**src/acp_regs.svh**
```systemverilog
`ifndef ACP_REGS_SVH
`define ACP_REGS_SVH

// ********************************************************************
// Register indices, byte address is four times the index
// ********************************************************************
`define ACP_IDX_CTRL0 3'h0
`define ACP_IDX_CTRL1 3'h1
`define ACP_IDX_MUX0 3'h2
`define ACP_IDX_MUX1 3'h3
`define ACP_IDX_PINOUT 3'h4
`define ACP_IDX_WINDOW 3'h6
`define ACP_IDX_STATUS 3'h7

// ********************************************************************
// Field positions
// ********************************************************************
`define ACP_EDGE_MSB 7
`define ACP_EDGE_LSB 6
`define ACP_LVL_MSB 5
`define ACP_LVL_LSB 4
`define ACP_FAST_BIT 3
`define ACP_HYST_MSB 2
`define ACP_HYST_LSB 1
`define ACP_EN_BIT 0
`define ACP_PLUS_MSB 5
`define ACP_PLUS_LSB 3
`define ACP_MINUS_MSB 2
`define ACP_MINUS_LSB 0
`define ACP_MUX_MASK 8'h3F
`define ACP_PINOUT_MASK 8'h03
`define ACP_WEN_BIT 4
`define ACP_WCOND_MSB 3
`define ACP_WCOND_LSB 2
`define ACP_WLVL_MSB 1
`define ACP_WLVL_LSB 0
`define ACP_WINDOW_MASK 8'h1F
`define ACP_ST_WSTATE_MSB 7
`define ACP_ST_WSTATE_LSB 6
`define ACP_ST_STATE1_BIT 5
`define ACP_ST_STATE0_BIT 4
`define ACP_ST_WFLAG_BIT 2
`define ACP_ST_FLAG1_BIT 1
`define ACP_ST_FLAG0_BIT 0

// ********************************************************************
// Reset values
// ********************************************************************
`define ACP_RST_REG 8'h00

`endif

```
**src/acp_pkg.sv**
```systemverilog
package acp_pkg;

    typedef enum logic [1:0] {
        ACP_EDGE_ANY_TOGGLE = 2'b00,
        ACP_EDGE_RESERVED = 2'b01,
        ACP_EDGE_FALL = 2'b10,
        ACP_EDGE_RISE = 2'b11
    } acp_edge_t;

    typedef enum logic [1:0] {
        ACP_WIN_ABOVE = 2'b00,
        ACP_WIN_INSIDE = 2'b01,
        ACP_WIN_BELOW = 2'b10,
        ACP_WIN_OUTSIDE = 2'b11
    } acp_win_t;

    typedef enum logic {
        ACP_BUS_IDLE = 1'b0,
        ACP_BUS_ANSWER = 1'b1
    } acp_bus_t;

endpackage : acp_pkg

```
**src/acp_edge.sv**
```systemverilog
`timescale 1ns/10ps

module acp_edge (
    input wire logic ref_clk_i,
    input wire logic sys_rst_i,
    input wire logic raw_i,
    input wire logic enable_i,
    input wire acp_pkg::acp_edge_t mode_i,
    output logic state_o,
    output logic event_o
);

    logic s1_ff;
    logic s2_ff;
    logic s3_ff;
    logic state_ff;
    logic event_ff;
    logic nxt_state;
    logic nxt_event;

    // ****************************************************************
    // Pin synchroniser
    // ****************************************************************
    always_ff @(posedge ref_clk_i or posedge sys_rst_i) begin
        if (sys_rst_i) begin
            s1_ff <= 1'b0;
            s2_ff <= 1'b0;
            s3_ff <= 1'b0;
        end else begin
            s1_ff <= raw_i;
            s2_ff <= s1_ff;
            s3_ff <= s2_ff;
        end
    end

    // ****************************************************************
    // Level and edge decode
    // ****************************************************************
    always_comb begin
        nxt_state = state_ff;
        if (!enable_i) begin
            nxt_state = 1'b0;
        end else if (s2_ff == s3_ff) begin
            nxt_state = s3_ff;
        end
        // Disabling must not look like a falling edge
        case (mode_i)
            acp_pkg::ACP_EDGE_ANY_TOGGLE: nxt_event = enable_i & (nxt_state ^ state_ff);
            acp_pkg::ACP_EDGE_FALL: nxt_event = enable_i & state_ff & ~nxt_state;
            acp_pkg::ACP_EDGE_RISE: nxt_event = nxt_state & ~state_ff;
            default: nxt_event = 1'b0;
        endcase
    end

    always_ff @(posedge ref_clk_i or posedge sys_rst_i) begin
        if (sys_rst_i) begin
            state_ff <= 1'b0;
            event_ff <= 1'b0;
        end else begin
            state_ff <= nxt_state;
            event_ff <= nxt_event;
        end
    end

    assign state_o = state_ff;
    assign event_o = event_ff;
endmodule : acp_edge

```
**src/acp_mux.sv**
```systemverilog
`timescale 1ns/10ps
`include "acp_regs.svh"

module acp_mux (
    input wire logic ref_clk_i,
    input wire logic sys_rst_i,
    input wire logic [7:0] code_i,
    output logic [7:0] plus_pin_o,
    output logic plus_dac_o,
    output logic [7:0] minus_pin_o,
    output logic minus_dac_o,
    output logic minus_bandgap_o,
    output logic minus_scaler_o
);

    logic [2:0] pcode;
    logic [2:0] ncode;

    assign pcode = code_i[`ACP_PLUS_MSB:`ACP_PLUS_LSB];
    assign ncode = code_i[`ACP_MINUS_MSB:`ACP_MINUS_LSB];

    always_ff @(posedge ref_clk_i or posedge sys_rst_i) begin
        if (sys_rst_i) begin
            plus_pin_o <= 8'h01;
            plus_dac_o <= 1'b0;
            minus_pin_o <= 8'h01;
            minus_dac_o <= 1'b0;
            minus_bandgap_o <= 1'b0;
            minus_scaler_o <= 1'b0;
        end else begin
            plus_pin_o <= (pcode == 3'h7) ? 8'h00 : (8'h01 << pcode);
            plus_dac_o <= (pcode == 3'h7);
            case (ncode)
                3'h0: minus_pin_o <= 8'h01;
                3'h1: minus_pin_o <= 8'h02;
                3'h2: minus_pin_o <= 8'h08;
                3'h3: minus_pin_o <= 8'h20;
                3'h4: minus_pin_o <= 8'h80;
                default: minus_pin_o <= 8'h00;
            endcase
            minus_dac_o <= (ncode == 3'h5);
            minus_bandgap_o <= (ncode == 3'h6);
            minus_scaler_o <= (ncode == 3'h7);
        end
    end
endmodule : acp_mux

```
**src/acp_top.sv**
```systemverilog
// Added by the designer: register access over Avalon-MM.
`timescale 1ns/10ps
`include "acp_regs.svh"

// Contract
// - Output one when plus exceeds minus
// - Edge select: toggle, falling, rising; 01 reserved
// - Events fire regardless of interrupt enable
// - Nonzero level enables interrupt, sets priority
// - Fast bit selects high speed, default low power
// - Hysteresis: none, small, large; 11 reserved
// - Bit zero enables the comparator
// - Result updates continuously for software, events
// - Plus select: pins 0-6, converter output
// - Minus select: pins, converter, bandgap, scaler
// - Two comparators with independent registers
// - Pair forms a window monitor
// - Comparator state can drive a pin
// - Window condition: above, inside, below, outside
// - Flags clear on vector or written one

module acp_top (
    input wire logic ref_clk_i,
    input wire logic sys_rst_i,
    input wire logic [4:0] avs_address_i,
    input wire logic avs_read_i,
    input wire logic avs_write_i,
    input wire logic [31:0] avs_writedata_i,
    input wire logic [3:0] avs_byteenable_i,
    output logic [31:0] avs_readdata_o,
    output logic avs_waitrequest_o,
    input wire logic [1:0] cmp_raw_i,
    output logic [1:0] cmp_enable_o,
    output logic [1:0] cmp_fast_o,
    output logic [1:0] cmp_hyst_small_o,
    output logic [1:0] cmp_hyst_large_o,
    output logic [15:0] plus_pin_o,
    output logic [1:0] plus_dac_o,
    output logic [15:0] minus_pin_o,
    output logic [1:0] minus_dac_o,
    output logic [1:0] minus_bandgap_o,
    output logic [1:0] minus_scaler_o,
    output logic [1:0] cmp_event_o,
    output logic window_event_o,
    output logic [1:0] cmp_irq_o,
    output logic [3:0] cmp_irq_level_o,
    output logic window_irq_o,
    output logic [1:0] window_irq_level_o,
    input wire logic [1:0] cmp_irq_ack_i,
    input wire logic window_irq_ack_i,
    output logic [1:0] cmp_pin_o,
    output logic [1:0] cmp_pin_oe_o
);

    // ****************************************************************
    // Declarations
    // ****************************************************************
    logic [7:0] ctrl_ff [2];
    logic [7:0] mux_ff [2];
    logic [7:0] pinout_ff;
    logic [7:0] window_ff;
    logic [1:0] flag_ff;
    logic wflag_ff;
    logic [1:0] hyst_small_ff;
    logic [1:0] hyst_large_ff;
    logic [1:0] pin_ff;
    logic [1:0] wstate_ff;
    logic wevent_ff;
    logic [31:0] readdata_ff;
    acp_pkg::acp_bus_t bus_ff;
    logic [1:0] state;
    logic [1:0] event_pulse;
    logic [2:0] idx;
    logic wr_fire;
    logic wr_lane;
    logic [7:0] wbyte;
    logic [7:0] status;
    logic [7:0] rd_mux;
    logic [1:0] nxt_wstate;
    logic nxt_wevent;
    logic wen;
    acp_pkg::acp_win_t wcond;

    assign idx = avs_address_i[4:2];
    assign wbyte = avs_writedata_i[7:0];
    assign wr_lane = avs_byteenable_i[0];
    assign wr_fire = avs_write_i && (bus_ff == acp_pkg::ACP_BUS_ANSWER) && wr_lane;
    assign wen = window_ff[`ACP_WEN_BIT];
    assign wcond = acp_pkg::acp_win_t'(window_ff[`ACP_WCOND_MSB:`ACP_WCOND_LSB]);

    // ****************************************************************
    // Per-comparator slices
    // ****************************************************************
    for (genvar g = 0; g < 2; g++) begin : g_cmp
        acp_edge u_edge (
            .ref_clk_i(ref_clk_i),
            .sys_rst_i(sys_rst_i),
            .raw_i(cmp_raw_i[g]),
            .enable_i(ctrl_ff[g][`ACP_EN_BIT]),
            .mode_i(acp_pkg::acp_edge_t'(ctrl_ff[g][`ACP_EDGE_MSB:`ACP_EDGE_LSB])),
            .state_o(state[g]),
            .event_o(event_pulse[g])
        );
        acp_mux u_mux (
            .ref_clk_i(ref_clk_i),
            .sys_rst_i(sys_rst_i),
            .code_i(mux_ff[g]),
            .plus_pin_o(plus_pin_o[g*8 +: 8]),
            .plus_dac_o(plus_dac_o[g]),
            .minus_pin_o(minus_pin_o[g*8 +: 8]),
            .minus_dac_o(minus_dac_o[g]),
            .minus_bandgap_o(minus_bandgap_o[g]),
            .minus_scaler_o(minus_scaler_o[g])
        );
        assign cmp_enable_o[g] = ctrl_ff[g][`ACP_EN_BIT];
        assign cmp_fast_o[g] = ctrl_ff[g][`ACP_FAST_BIT];
        assign cmp_irq_level_o[g*2 +: 2] = ctrl_ff[g][`ACP_LVL_MSB:`ACP_LVL_LSB];
        assign cmp_irq_o[g] = flag_ff[g] && (ctrl_ff[g][`ACP_LVL_MSB:`ACP_LVL_LSB] != 2'b00);
    end

    // Events leave untouched by interrupt level
    assign cmp_event_o = event_pulse;
    assign window_event_o = wevent_ff;
    assign window_irq_level_o = window_ff[`ACP_WLVL_MSB:`ACP_WLVL_LSB];
    assign window_irq_o = wflag_ff && (window_ff[`ACP_WLVL_MSB:`ACP_WLVL_LSB] != 2'b00);
    assign cmp_hyst_small_o = hyst_small_ff;
    assign cmp_hyst_large_o = hyst_large_ff;
    assign cmp_pin_o = pin_ff;
    assign cmp_pin_oe_o = pinout_ff[1:0];

    // ****************************************************************
    // Avalon slave handshake
    // ****************************************************************
    // One wait state: read data is captured on the first edge so it
    // is stable for the whole cycle that waitrequest is low
    assign avs_waitrequest_o = (avs_read_i || avs_write_i) && (bus_ff != acp_pkg::ACP_BUS_ANSWER);
    assign avs_readdata_o = readdata_ff;

    always_ff @(posedge ref_clk_i or posedge sys_rst_i) begin
        if (sys_rst_i) begin
            bus_ff <= acp_pkg::ACP_BUS_IDLE;
        end else begin
            case (bus_ff)
                acp_pkg::ACP_BUS_IDLE: begin
                    if (avs_read_i || avs_write_i) begin
                        bus_ff <= acp_pkg::ACP_BUS_ANSWER;
                    end
                end
                acp_pkg::ACP_BUS_ANSWER: bus_ff <= acp_pkg::ACP_BUS_IDLE;
                default: bus_ff <= acp_pkg::ACP_BUS_IDLE;
            endcase
        end
    end

    assign status = {wstate_ff, state[1], state[0], 1'b0, wflag_ff, flag_ff};

    always_comb begin
        case (idx)
            `ACP_IDX_CTRL0: rd_mux = ctrl_ff[0];
            `ACP_IDX_CTRL1: rd_mux = ctrl_ff[1];
            `ACP_IDX_MUX0: rd_mux = mux_ff[0] & `ACP_MUX_MASK;
            `ACP_IDX_MUX1: rd_mux = mux_ff[1] & `ACP_MUX_MASK;
            `ACP_IDX_PINOUT: rd_mux = pinout_ff;
            `ACP_IDX_WINDOW: rd_mux = window_ff;
            `ACP_IDX_STATUS: rd_mux = status;
            default: rd_mux = 8'h00;
        endcase
    end

    always_ff @(posedge ref_clk_i or posedge sys_rst_i) begin
        if (sys_rst_i) begin
            readdata_ff <= 32'h00000000;
        end else if (avs_read_i && (bus_ff == acp_pkg::ACP_BUS_IDLE)) begin
            readdata_ff <= {24'h000000, rd_mux};
        end
    end

    // ****************************************************************
    // Configuration registers
    // ****************************************************************
    // Writes are taken as given; software sets up inputs before enable
    always_ff @(posedge ref_clk_i or posedge sys_rst_i) begin
        if (sys_rst_i) begin
            ctrl_ff[0] <= `ACP_RST_REG;
            ctrl_ff[1] <= `ACP_RST_REG;
            mux_ff[0] <= `ACP_RST_REG;
            mux_ff[1] <= `ACP_RST_REG;
            pinout_ff <= `ACP_RST_REG;
            window_ff <= `ACP_RST_REG;
        end else if (wr_fire) begin
            case (idx)
                `ACP_IDX_CTRL0: ctrl_ff[0] <= wbyte;
                `ACP_IDX_CTRL1: ctrl_ff[1] <= wbyte;
                `ACP_IDX_MUX0: mux_ff[0] <= wbyte & `ACP_MUX_MASK;
                `ACP_IDX_MUX1: mux_ff[1] <= wbyte & `ACP_MUX_MASK;
                `ACP_IDX_PINOUT: pinout_ff <= wbyte & `ACP_PINOUT_MASK;
                `ACP_IDX_WINDOW: window_ff <= wbyte & `ACP_WINDOW_MASK;
                default: ;
            endcase
        end
    end

    // ****************************************************************
    // Hysteresis decode, reserved code gives none
    // ****************************************************************
    always_ff @(posedge ref_clk_i or posedge sys_rst_i) begin
        if (sys_rst_i) begin
            hyst_small_ff <= 2'b00;
            hyst_large_ff <= 2'b00;
        end else begin
            for (int i = 0; i < 2; i++) begin
                hyst_small_ff[i] <= (ctrl_ff[i][`ACP_HYST_MSB:`ACP_HYST_LSB] == 2'b01);
                hyst_large_ff[i] <= (ctrl_ff[i][`ACP_HYST_MSB:`ACP_HYST_LSB] == 2'b10);
            end
        end
    end

    // ****************************************************************
    // Output to pin
    // ****************************************************************
    always_ff @(posedge ref_clk_i or posedge sys_rst_i) begin
        if (sys_rst_i) begin
            pin_ff <= 2'b00;
        end else begin
            pin_ff <= state & pinout_ff[1:0];
        end
    end

    // ****************************************************************
    // Window monitor
    // ****************************************************************
    // Comparator zero holds the upper bound, comparator one the lower
    always_comb begin
        if (state[0]) begin
            nxt_wstate = acp_pkg::ACP_WIN_ABOVE;
        end else if (state[1]) begin
            nxt_wstate = acp_pkg::ACP_WIN_INSIDE;
        end else begin
            nxt_wstate = acp_pkg::ACP_WIN_BELOW;
        end
        case (wcond)
            acp_pkg::ACP_WIN_OUTSIDE: nxt_wevent = (nxt_wstate != acp_pkg::ACP_WIN_INSIDE)
                && (wstate_ff == acp_pkg::ACP_WIN_INSIDE);
            default: nxt_wevent = (nxt_wstate == wcond) && (wstate_ff != wcond);
        endcase
        if (!wen) begin
            nxt_wstate = acp_pkg::ACP_WIN_ABOVE;
            nxt_wevent = 1'b0;
        end
    end

    always_ff @(posedge ref_clk_i or posedge sys_rst_i) begin
        if (sys_rst_i) begin
            wstate_ff <= acp_pkg::ACP_WIN_ABOVE;
            wevent_ff <= 1'b0;
        end else begin
            wstate_ff <= nxt_wstate;
            wevent_ff <= nxt_wevent;
        end
    end

    // ****************************************************************
    // Interrupt flags, a set in the clearing cycle wins
    // ****************************************************************
    always_ff @(posedge ref_clk_i or posedge sys_rst_i) begin
        if (sys_rst_i) begin
            flag_ff <= 2'b00;
        end else begin
            for (int i = 0; i < 2; i++) begin
                if (event_pulse[i]) begin
                    flag_ff[i] <= 1'b1;
                end else if (cmp_irq_ack_i[i] || (wr_fire && idx == `ACP_IDX_STATUS && wbyte[i])) begin
                    flag_ff[i] <= 1'b0;
                end
            end
        end
    end

    always_ff @(posedge ref_clk_i or posedge sys_rst_i) begin
        if (sys_rst_i) begin
            wflag_ff <= 1'b0;
        end else if (wevent_ff) begin
            wflag_ff <= 1'b1;
        end else if (window_irq_ack_i || (wr_fire && idx == `ACP_IDX_STATUS && wbyte[`ACP_ST_WFLAG_BIT])) begin
            wflag_ff <= 1'b0;
        end
    end
endmodule : acp_top

```
**config.mk**
```make
export PLATFORM = sky130hd
export DESIGN_NAME = acp_top
export DESIGN_NICKNAME = d
export VERILOG_FILES = /design/src/acp_pkg.sv /design/src/acp_edge.sv /design/src/acp_mux.sv /design/src/acp_top.sv
export VERILOG_INCLUDE_DIRS = /design/src
export SDC_FILE = /design/constraint.sdc
export NUM_CORES = 1
export LEC_CHECK = 0
export BUFFER_PORTS_ARGS = -buffer_cell sky130_fd_sc_hd__buf_4
export CORE_ASPECT_RATIO = 1.1
export CORE_MARGIN = 5
export CORE_UTILIZATION = 39
export DETAILED_ROUTE_END_ITERATION = 8
export PLACE_DENSITY = 0.62
export SLEW_MARGIN = 20
export SYNTH_ARGS = -nofsm -noshare
export SYNTH_HDL_FRONTEND = slang
export SYNTH_HIERARCHICAL = 1
export SYNTH_SLANG_ARGS = --single-unit
```
**constraint.sdc**
```tcl
create_clock -name ref_clk_i -period 2.05 [get_ports ref_clk_i]
set_input_delay 0.41 -clock ref_clk_i [delete_from_list [all_inputs] [get_ports ref_clk_i]]
set_output_delay 0.41 -clock ref_clk_i [all_outputs]
set_load 0.01 [all_outputs]
```
==> results of run 1 <==
cell usage after synthesis (4+ instances only):
master	number
and3_2	4
dfstp_2	4
o21ai_0	10
dfrtp_1	94
and3b_2	12
buf_2	5
mux2i_1	6
buf_4	44
nand2_1	17
inv_1	10
o21a_1	4
nor3b_1	12
a21oi_1	4
nand2b_1	4
nor3_1	7
nor2b_1	7
a22oi_1	5
mux2_2	40
nor2_1	9
layout by cell type (no fill, tap or decap), drive strengths merged, types with 2 or more instances in the layout:
cell / count
o21ai: 11
o21a: 4
a31o: 3
nor3b: 12
clkbuf: 10
nand4bb: 2
conb: 32
a22oi: 5
and2: 3
dfrtp: 94
a22o: 2
nor2: 12
and3b: 12
mux2: 40
buf: 90
nor3: 7
mux2i: 6
nor2b: 7
nand3: 2
dfstp: 4
nand2: 17
a211oi: 2
o22ai: 3
nand4: 2
inv: 14
xor2: 2
a21boi: 2
nand4b: 3
and3: 4
nand2b: 4
a21oi: 4
metrics by stage:
step | util [%] | std cells
after global placement | 45.2 | 558
after CTS | 47.9 | 574
after detailed placement | 45.2 | 558
after floorplan | - | 371
after global routing | 47.9 | 574
final | 47.9 | 574
registers in the layout, summed over array words and instances, names as in the netlist, 4 cells and up:
register and flops:
mux_ff 12, window_ff 5, ctrl_ff 8, avs_readdata_o 8, g_cmp.u_mux/minus_pin_o 10, g_cmp.u_mux/plus_pin_o 14
cmp_irq_level_o 4
worst paths after layout:
path                                       start               endpoint  slack (ns)
max                                       bus_ff        cmp_enable_o[0]        0.49
min                                    sys_rst_i  g_cmp[1].u_edge/s1_ff       0.008
max reg2reg                               bus_ff        cmp_enable_o[0]        0.49
min reg2reg                g_cmp[0].u_edge/s1_ff  g_cmp[0].u_edge/s2_ff        0.35
max in group asynchronous              sys_rst_i             mux_ff[13]        1.39
min in group ref_clk_i              cmp_raw_i[0]  g_cmp[0].u_edge/s1_ff        0.17
power by group through the flow:
stage | combinational [mW] | clock, mW | sequential, mW
finish | 1.05 | 1.64 | 2.62
global route | 1.15 | 1.79 | 2.67
CTS | 1.07 | 1.68 | 2.62
detailed placement | 1.07 | 0 | 2.66
global placement | 1.05 | 0 | 2.65
floorplan | 0.621 | 0 | 2.63
cells by family after synthesis:
| family | share of synthesized area (%) |
|---|---|
| multiplexers | 12.4 |
| XOR/XNOR | 0.408 |
| other | 0.263 |
| flip-flops | 57.3 |
| AO/OA/AOI/OAI | 7.26 |
| buffers and inverters | 9.25 |
| AND/OR/NAND/NOR | 13.1 |
metal layers:
| metal | up-vias | part of all wire, % |
|---|---|---|
| met1 | 1356 | 42 |
| li1 | 1289 | - |
| met3 | 2 | 6.5 |
| met4 | 0 | 0.43 |
| met5 | - | 0 |
| met2 | 86 | 51 |
layout make-up:
cell class	count	area [um2]
clock buffer	10	239
clock inverter	6	56.3
fill	1001	5650
inverter	10	37.5
multi-input combinational	213	1540
sequential	98	2460
tap	147	184
timing repair buffer	90	688
critical path: cells and delay by family, from the launching register on:
kind / cells / cell delay [ns]
AND/OR/NAND/NOR: 2 / 0.63
flip-flops: 1 / 0.42
multiplexers: 1 / 0.39
==> results.yml, run 1 <==
cts:
  cts-root-buf: "clkbuf_16"
  clk_pin_slew_ns: 0.07
  clk_latency_ns: 0.34
  cts_setup_buffers: 0
  cts.sinks: 98
  clockBufferDepth: 2
  h-tree-depth: 3
  ctsHoldBuffers: 0
  tritoncts: "built"
  cts_resized: 0
  numCtsBuffers: 9
routing:
  routed_wl_um: 9290
  via_per_inst: 4.76
  post_drt_wl_per_cell_um: 16.2
  num_vias: 2733
  route.detailed.drc: 0
  ant_nets: 0
  dr.pass1.iters: 4
  drtIter0Drc: 171
worst_setup_path:
  path_class: "register to register"
  start_kind: "register"
  crit_chain: "nand4b_2, nand2b_1, mux2_2"
  max_stage_delay_ns: 0.45
  worstPathMaxFanout: 8
  cp.required_ns: 2.27
  arrival_ns: 1.78
  end_kind: "register"
  r2r_cells: 3
  cpMaxStageDelayCell: "nand2b_1"
final_layout:
  areaGrowthSynthToFinish_pct: 21.4
  drive_gt1_share_pct: 41.0
  final_area_mm2: 0.00521
  nNetsFinal: 472
  antenna_cells: 0
sta:
  worstMarginPinSlew_ns: 0.561
  finalSetupViolCount: 0
  period_needed_ns: 1.56
  setup_slack_ns: 0.493
  clock.fmax_ghz: 0.642
  maxSlewHeadroom_pct: 62.5
  drv_slew: 0
  finalHoldViolations: 0
  period_share_pct: 75.9
  setup_tns_ns: 0
  rsz0062_at_grt: "false"
  whs_ns: 0.00799
  clock_skew_ns: 0.0128
placed_design:
  port_buffers: 85
  dpl-instance-area_mm2: 0.00491
  pre_cts_ws_ns: 0.199
  hpwl_um: 7020
  gp_congestion: 0.786
grt:
  grt_pass1_wl_um: 14500
  grt_util_met1_pct: 18.7
  use_met2_pct: 23.4
  grt_max_degree: 39
  globalRoute.busiestLayer: "met2"
  grt_pass1_vias: 2639
  overflow: 0
  grt_use_met3_pct: 3.66
  grtUsageTotal_pct: 14.3
  antenna_found_initial: 0
floorplanning:
  die_h_um: 120
  dieArea_mm2: 0.0132
  initial_core_util_pct: 39.5
  num_rows: 40
  ios: 147
  fp.coreArea_mm2: 0.0109
  die_width_um: 110
power_and_ir_drop:
  switching_share_pct: 29.3
  power.leakage_nw: 2.58
  power_frac_comb_pct: 19.8
  p_seq_share_pct: 49.3
  p_sw_mw: 1.55
  clkPwrFrac_pct: 30.9
  vdd_drop_max_v: 0.000410
  finalPower_mw: 5.32
  internal-power_mw: 3.76
  power_density_mw_per_mm2: 1020
synthesis:
  synthFlopType: "dfrtp_1"
  yosysSeqAreaShare_pct: 57.3
  ys_seq_elements: 98
  synth_top_area_cell: "dfrtp_1"
  synth-edff-count: 0
  ys_warn_count: 6
  synth.distinct_cells: 46
  yosysTopAreaCellShare_pct: 54.8
  synthCells: 342
  synth.area.top_cells: "dfrtp_1 (55%), mux2_2 (11%), buf_4 (7.7%)"
  async_flop_share_pct: 100
  postSynthAreaPerCell_um2: 12.5
  syn-cell-area_mm2: 0.00429
flow_run:
  drv_cap: 0
outcome:
  status: "finished clean"
min_path:
  hold_path_class: "input pin to asynchronous set/reset pin"
Note: power is estimated with default switching activity, not from simulation.
==> inputs of run 2 (changes only) <==
Settings changed: PLACE_DENSITY 0.62 to 0.64.
Clock period 2.05 ns to 1.35 ns, I/O delays scaled along.
==> results.yml, run 2 (synthesized netlist as in run 1, its figures left out) <==
cts:
  clk_latency_ns: 0.35
  clk_pin_slew_ns: 0.07
  numCtsBuffers: 9
  h-tree-depth: 3
  cts-root-buf: "clkbuf_16"
  tritoncts: "built"
  clockBufferDepth: 2
  cts.sinks: 98
grt:
  grt_pass1_vias: 2963
  grt_pass1_wl_um: 15400
  grtUsageTotal_pct: 15.4
  antenna_found_initial: 0
  grt_max_degree: 57
  overflow: 0
final_layout:
  mostFrequentLayoutCell: "buf_4"
  mostFrequentLayoutCells: "buf_4 (126), dfrtp_1 (92), conb_1 (32)"
  antenna_cells: 0
  layout.cells.non_filler: 632
  reg_top3: "g_cmp.u_mux/plus_pin_o x14, mux_ff x12, g_cmp.u_mux/minus_pin_o x10"
  nNetsFinal: 530
  final_area_mm2: 0.00585
  top_register: "g_cmp.u_mux/plus_pin_o"
  drive_gt1_share_pct: 49.9
  largest_reg_flops: 14
  final_util_pct: 53.9
  areaGrowthSynthToFinish_pct: 36.4
routing:
  post_drt_wl_per_cell_um: 16.1
  via_per_inst: 4.75
  routed_wl_um: 10200
  num_vias: 3000
  dr.pass1.iters: 4
  drtIter0Drc: 140
  ant_nets: 0
  route.detailed.drc: 0
placed_design:
  port_buffers: 85
  dpl-instance-area_mm2: 0.00525
  post-place-cells: 601
  gp_congestion: 0.817
  hpwl_um: 7550
sta:
  setup_slack_ns: -0.0670
  maxSlewHeadroom_pct: 61.8
  finalHoldViolations: 0
  worstMarginPinSlew_ns: 0.572
  period_share_pct: 105
  finalSetupViolCount: 12
  clock_skew_ns: 0.00836
  rsz0062_at_grt: "true"
  period_needed_ns: 1.42
  drv_slew: 0
  clock.fmax_ghz: 0.706
  setup_tns_ns: -0.417
floorplanning:
  die_h_um: 120
  fp.coreArea_mm2: 0.0109
  ios: 147
  initial_core_util_pct: 39.5
  die_width_um: 110
  dieArea_mm2: 0.0132
  num_rows: 40
worst_setup_path:
  path_class: "register to output pin"
  arrival_ns: 1.15
  end_kind: "output pin"
  worstPathMaxFanout: 3
  cp.required_ns: 1.08
  start_kind: "register"
power_and_ir_drop:
  power.leakage_nw: 2.94
  vdd_drop_max_v: 0.000872
  power_density_mw_per_mm2: 1480
  finalPower_mw: 8.65
min_path:
  hold_path_class: "input pin to register"
outcome:
  status: "finished with violations"
  violations: "negative setup slack"
flow_run:
  drv_cap: 0
## run 2: stage by stage
step / setup slack, ns / hold WS, ns
6_report: -0.0670 / 0.0240
5_1_grt: -0.102 / 0.0161
3_5_place_dp: -0.201 / 0.243
2_1_floorplan: 0.0167 / 0.0485
4_1_cts: -0.0769 / 0.0196
3_3_place_gp: -0.212 / 0.236
## run 2: layout make-up
| type | instances | area (um2) |
|---|---|---|
| clock buffers | 9 | 225 |
| clock inverters | 7 | 77.6 |
| fillers | 952 | 5010 |
| inverters | 10 | 41.3 |
| multi-input cells | 213 | 1660 |
| flip-flops and latches | 98 | 2460 |
| well taps | 147 | 184 |
| repair buffers | 148 | 1200 |
## run 2: power breakdown
part | switching [mW] | internal, mW | total [mW]
combinational | 0.953 | 1.25 | 2.21
clock | 1.13 | 1.46 | 2.59
sequential | 0.383 | 3.47 | 3.86
## run 2: repair_timing
action | 4_1_cts | 5_1_grt
pin swaps | 3 | 8
hold buffers | 1 | 0
setup buffers | 9 | 6
setup endpoints to repair | 25 | 44
hold endpoints to repair | 10 | 0
gates resized for setup | 16 | 32
## run 2: critical path, cell delays in order (launching register included)
cell and delay (ns):
dfrtp_1 0.39, buf_6 0.13, o21a_1 0.17, buf_6 0.12
## run 2: per-layer routing
layer | vias to the layer above | part of all wire, % | track usage (%)
li1 | 1404 | - | -
met4 | 0 | 1.5 | 5.14
met1 | 1494 | 40 | 18.6
met3 | 15 | 6.2 | 3.98
met2 | 87 | 52 | 26.2
met5 | - | 0 | 0
## run 2: path summary, 6_finish.rpt
path	startpoint	to	slack, ns	cells after the start
setup / recovery	window_ff[0]	window_irq_o	-0.07	3
hold / removal	cmp_raw_i[1]	g_cmp[1].u_edge/s1_ff	0.02	1
setup reg to reg	bus_ff	mux_ff[1]	-0.06	4
hold reg to reg	g_cmp[0].u_edge/s1_ff	g_cmp[0].u_edge/s2_ff	0.35	0
max in group asynchronous	sys_rst_i	g_cmp[0].u_mux/plus_pin_o[0]	0.38	3
min in group asynchronous	sys_rst_i	g_cmp[0].u_edge/s2_ff	0.43	3
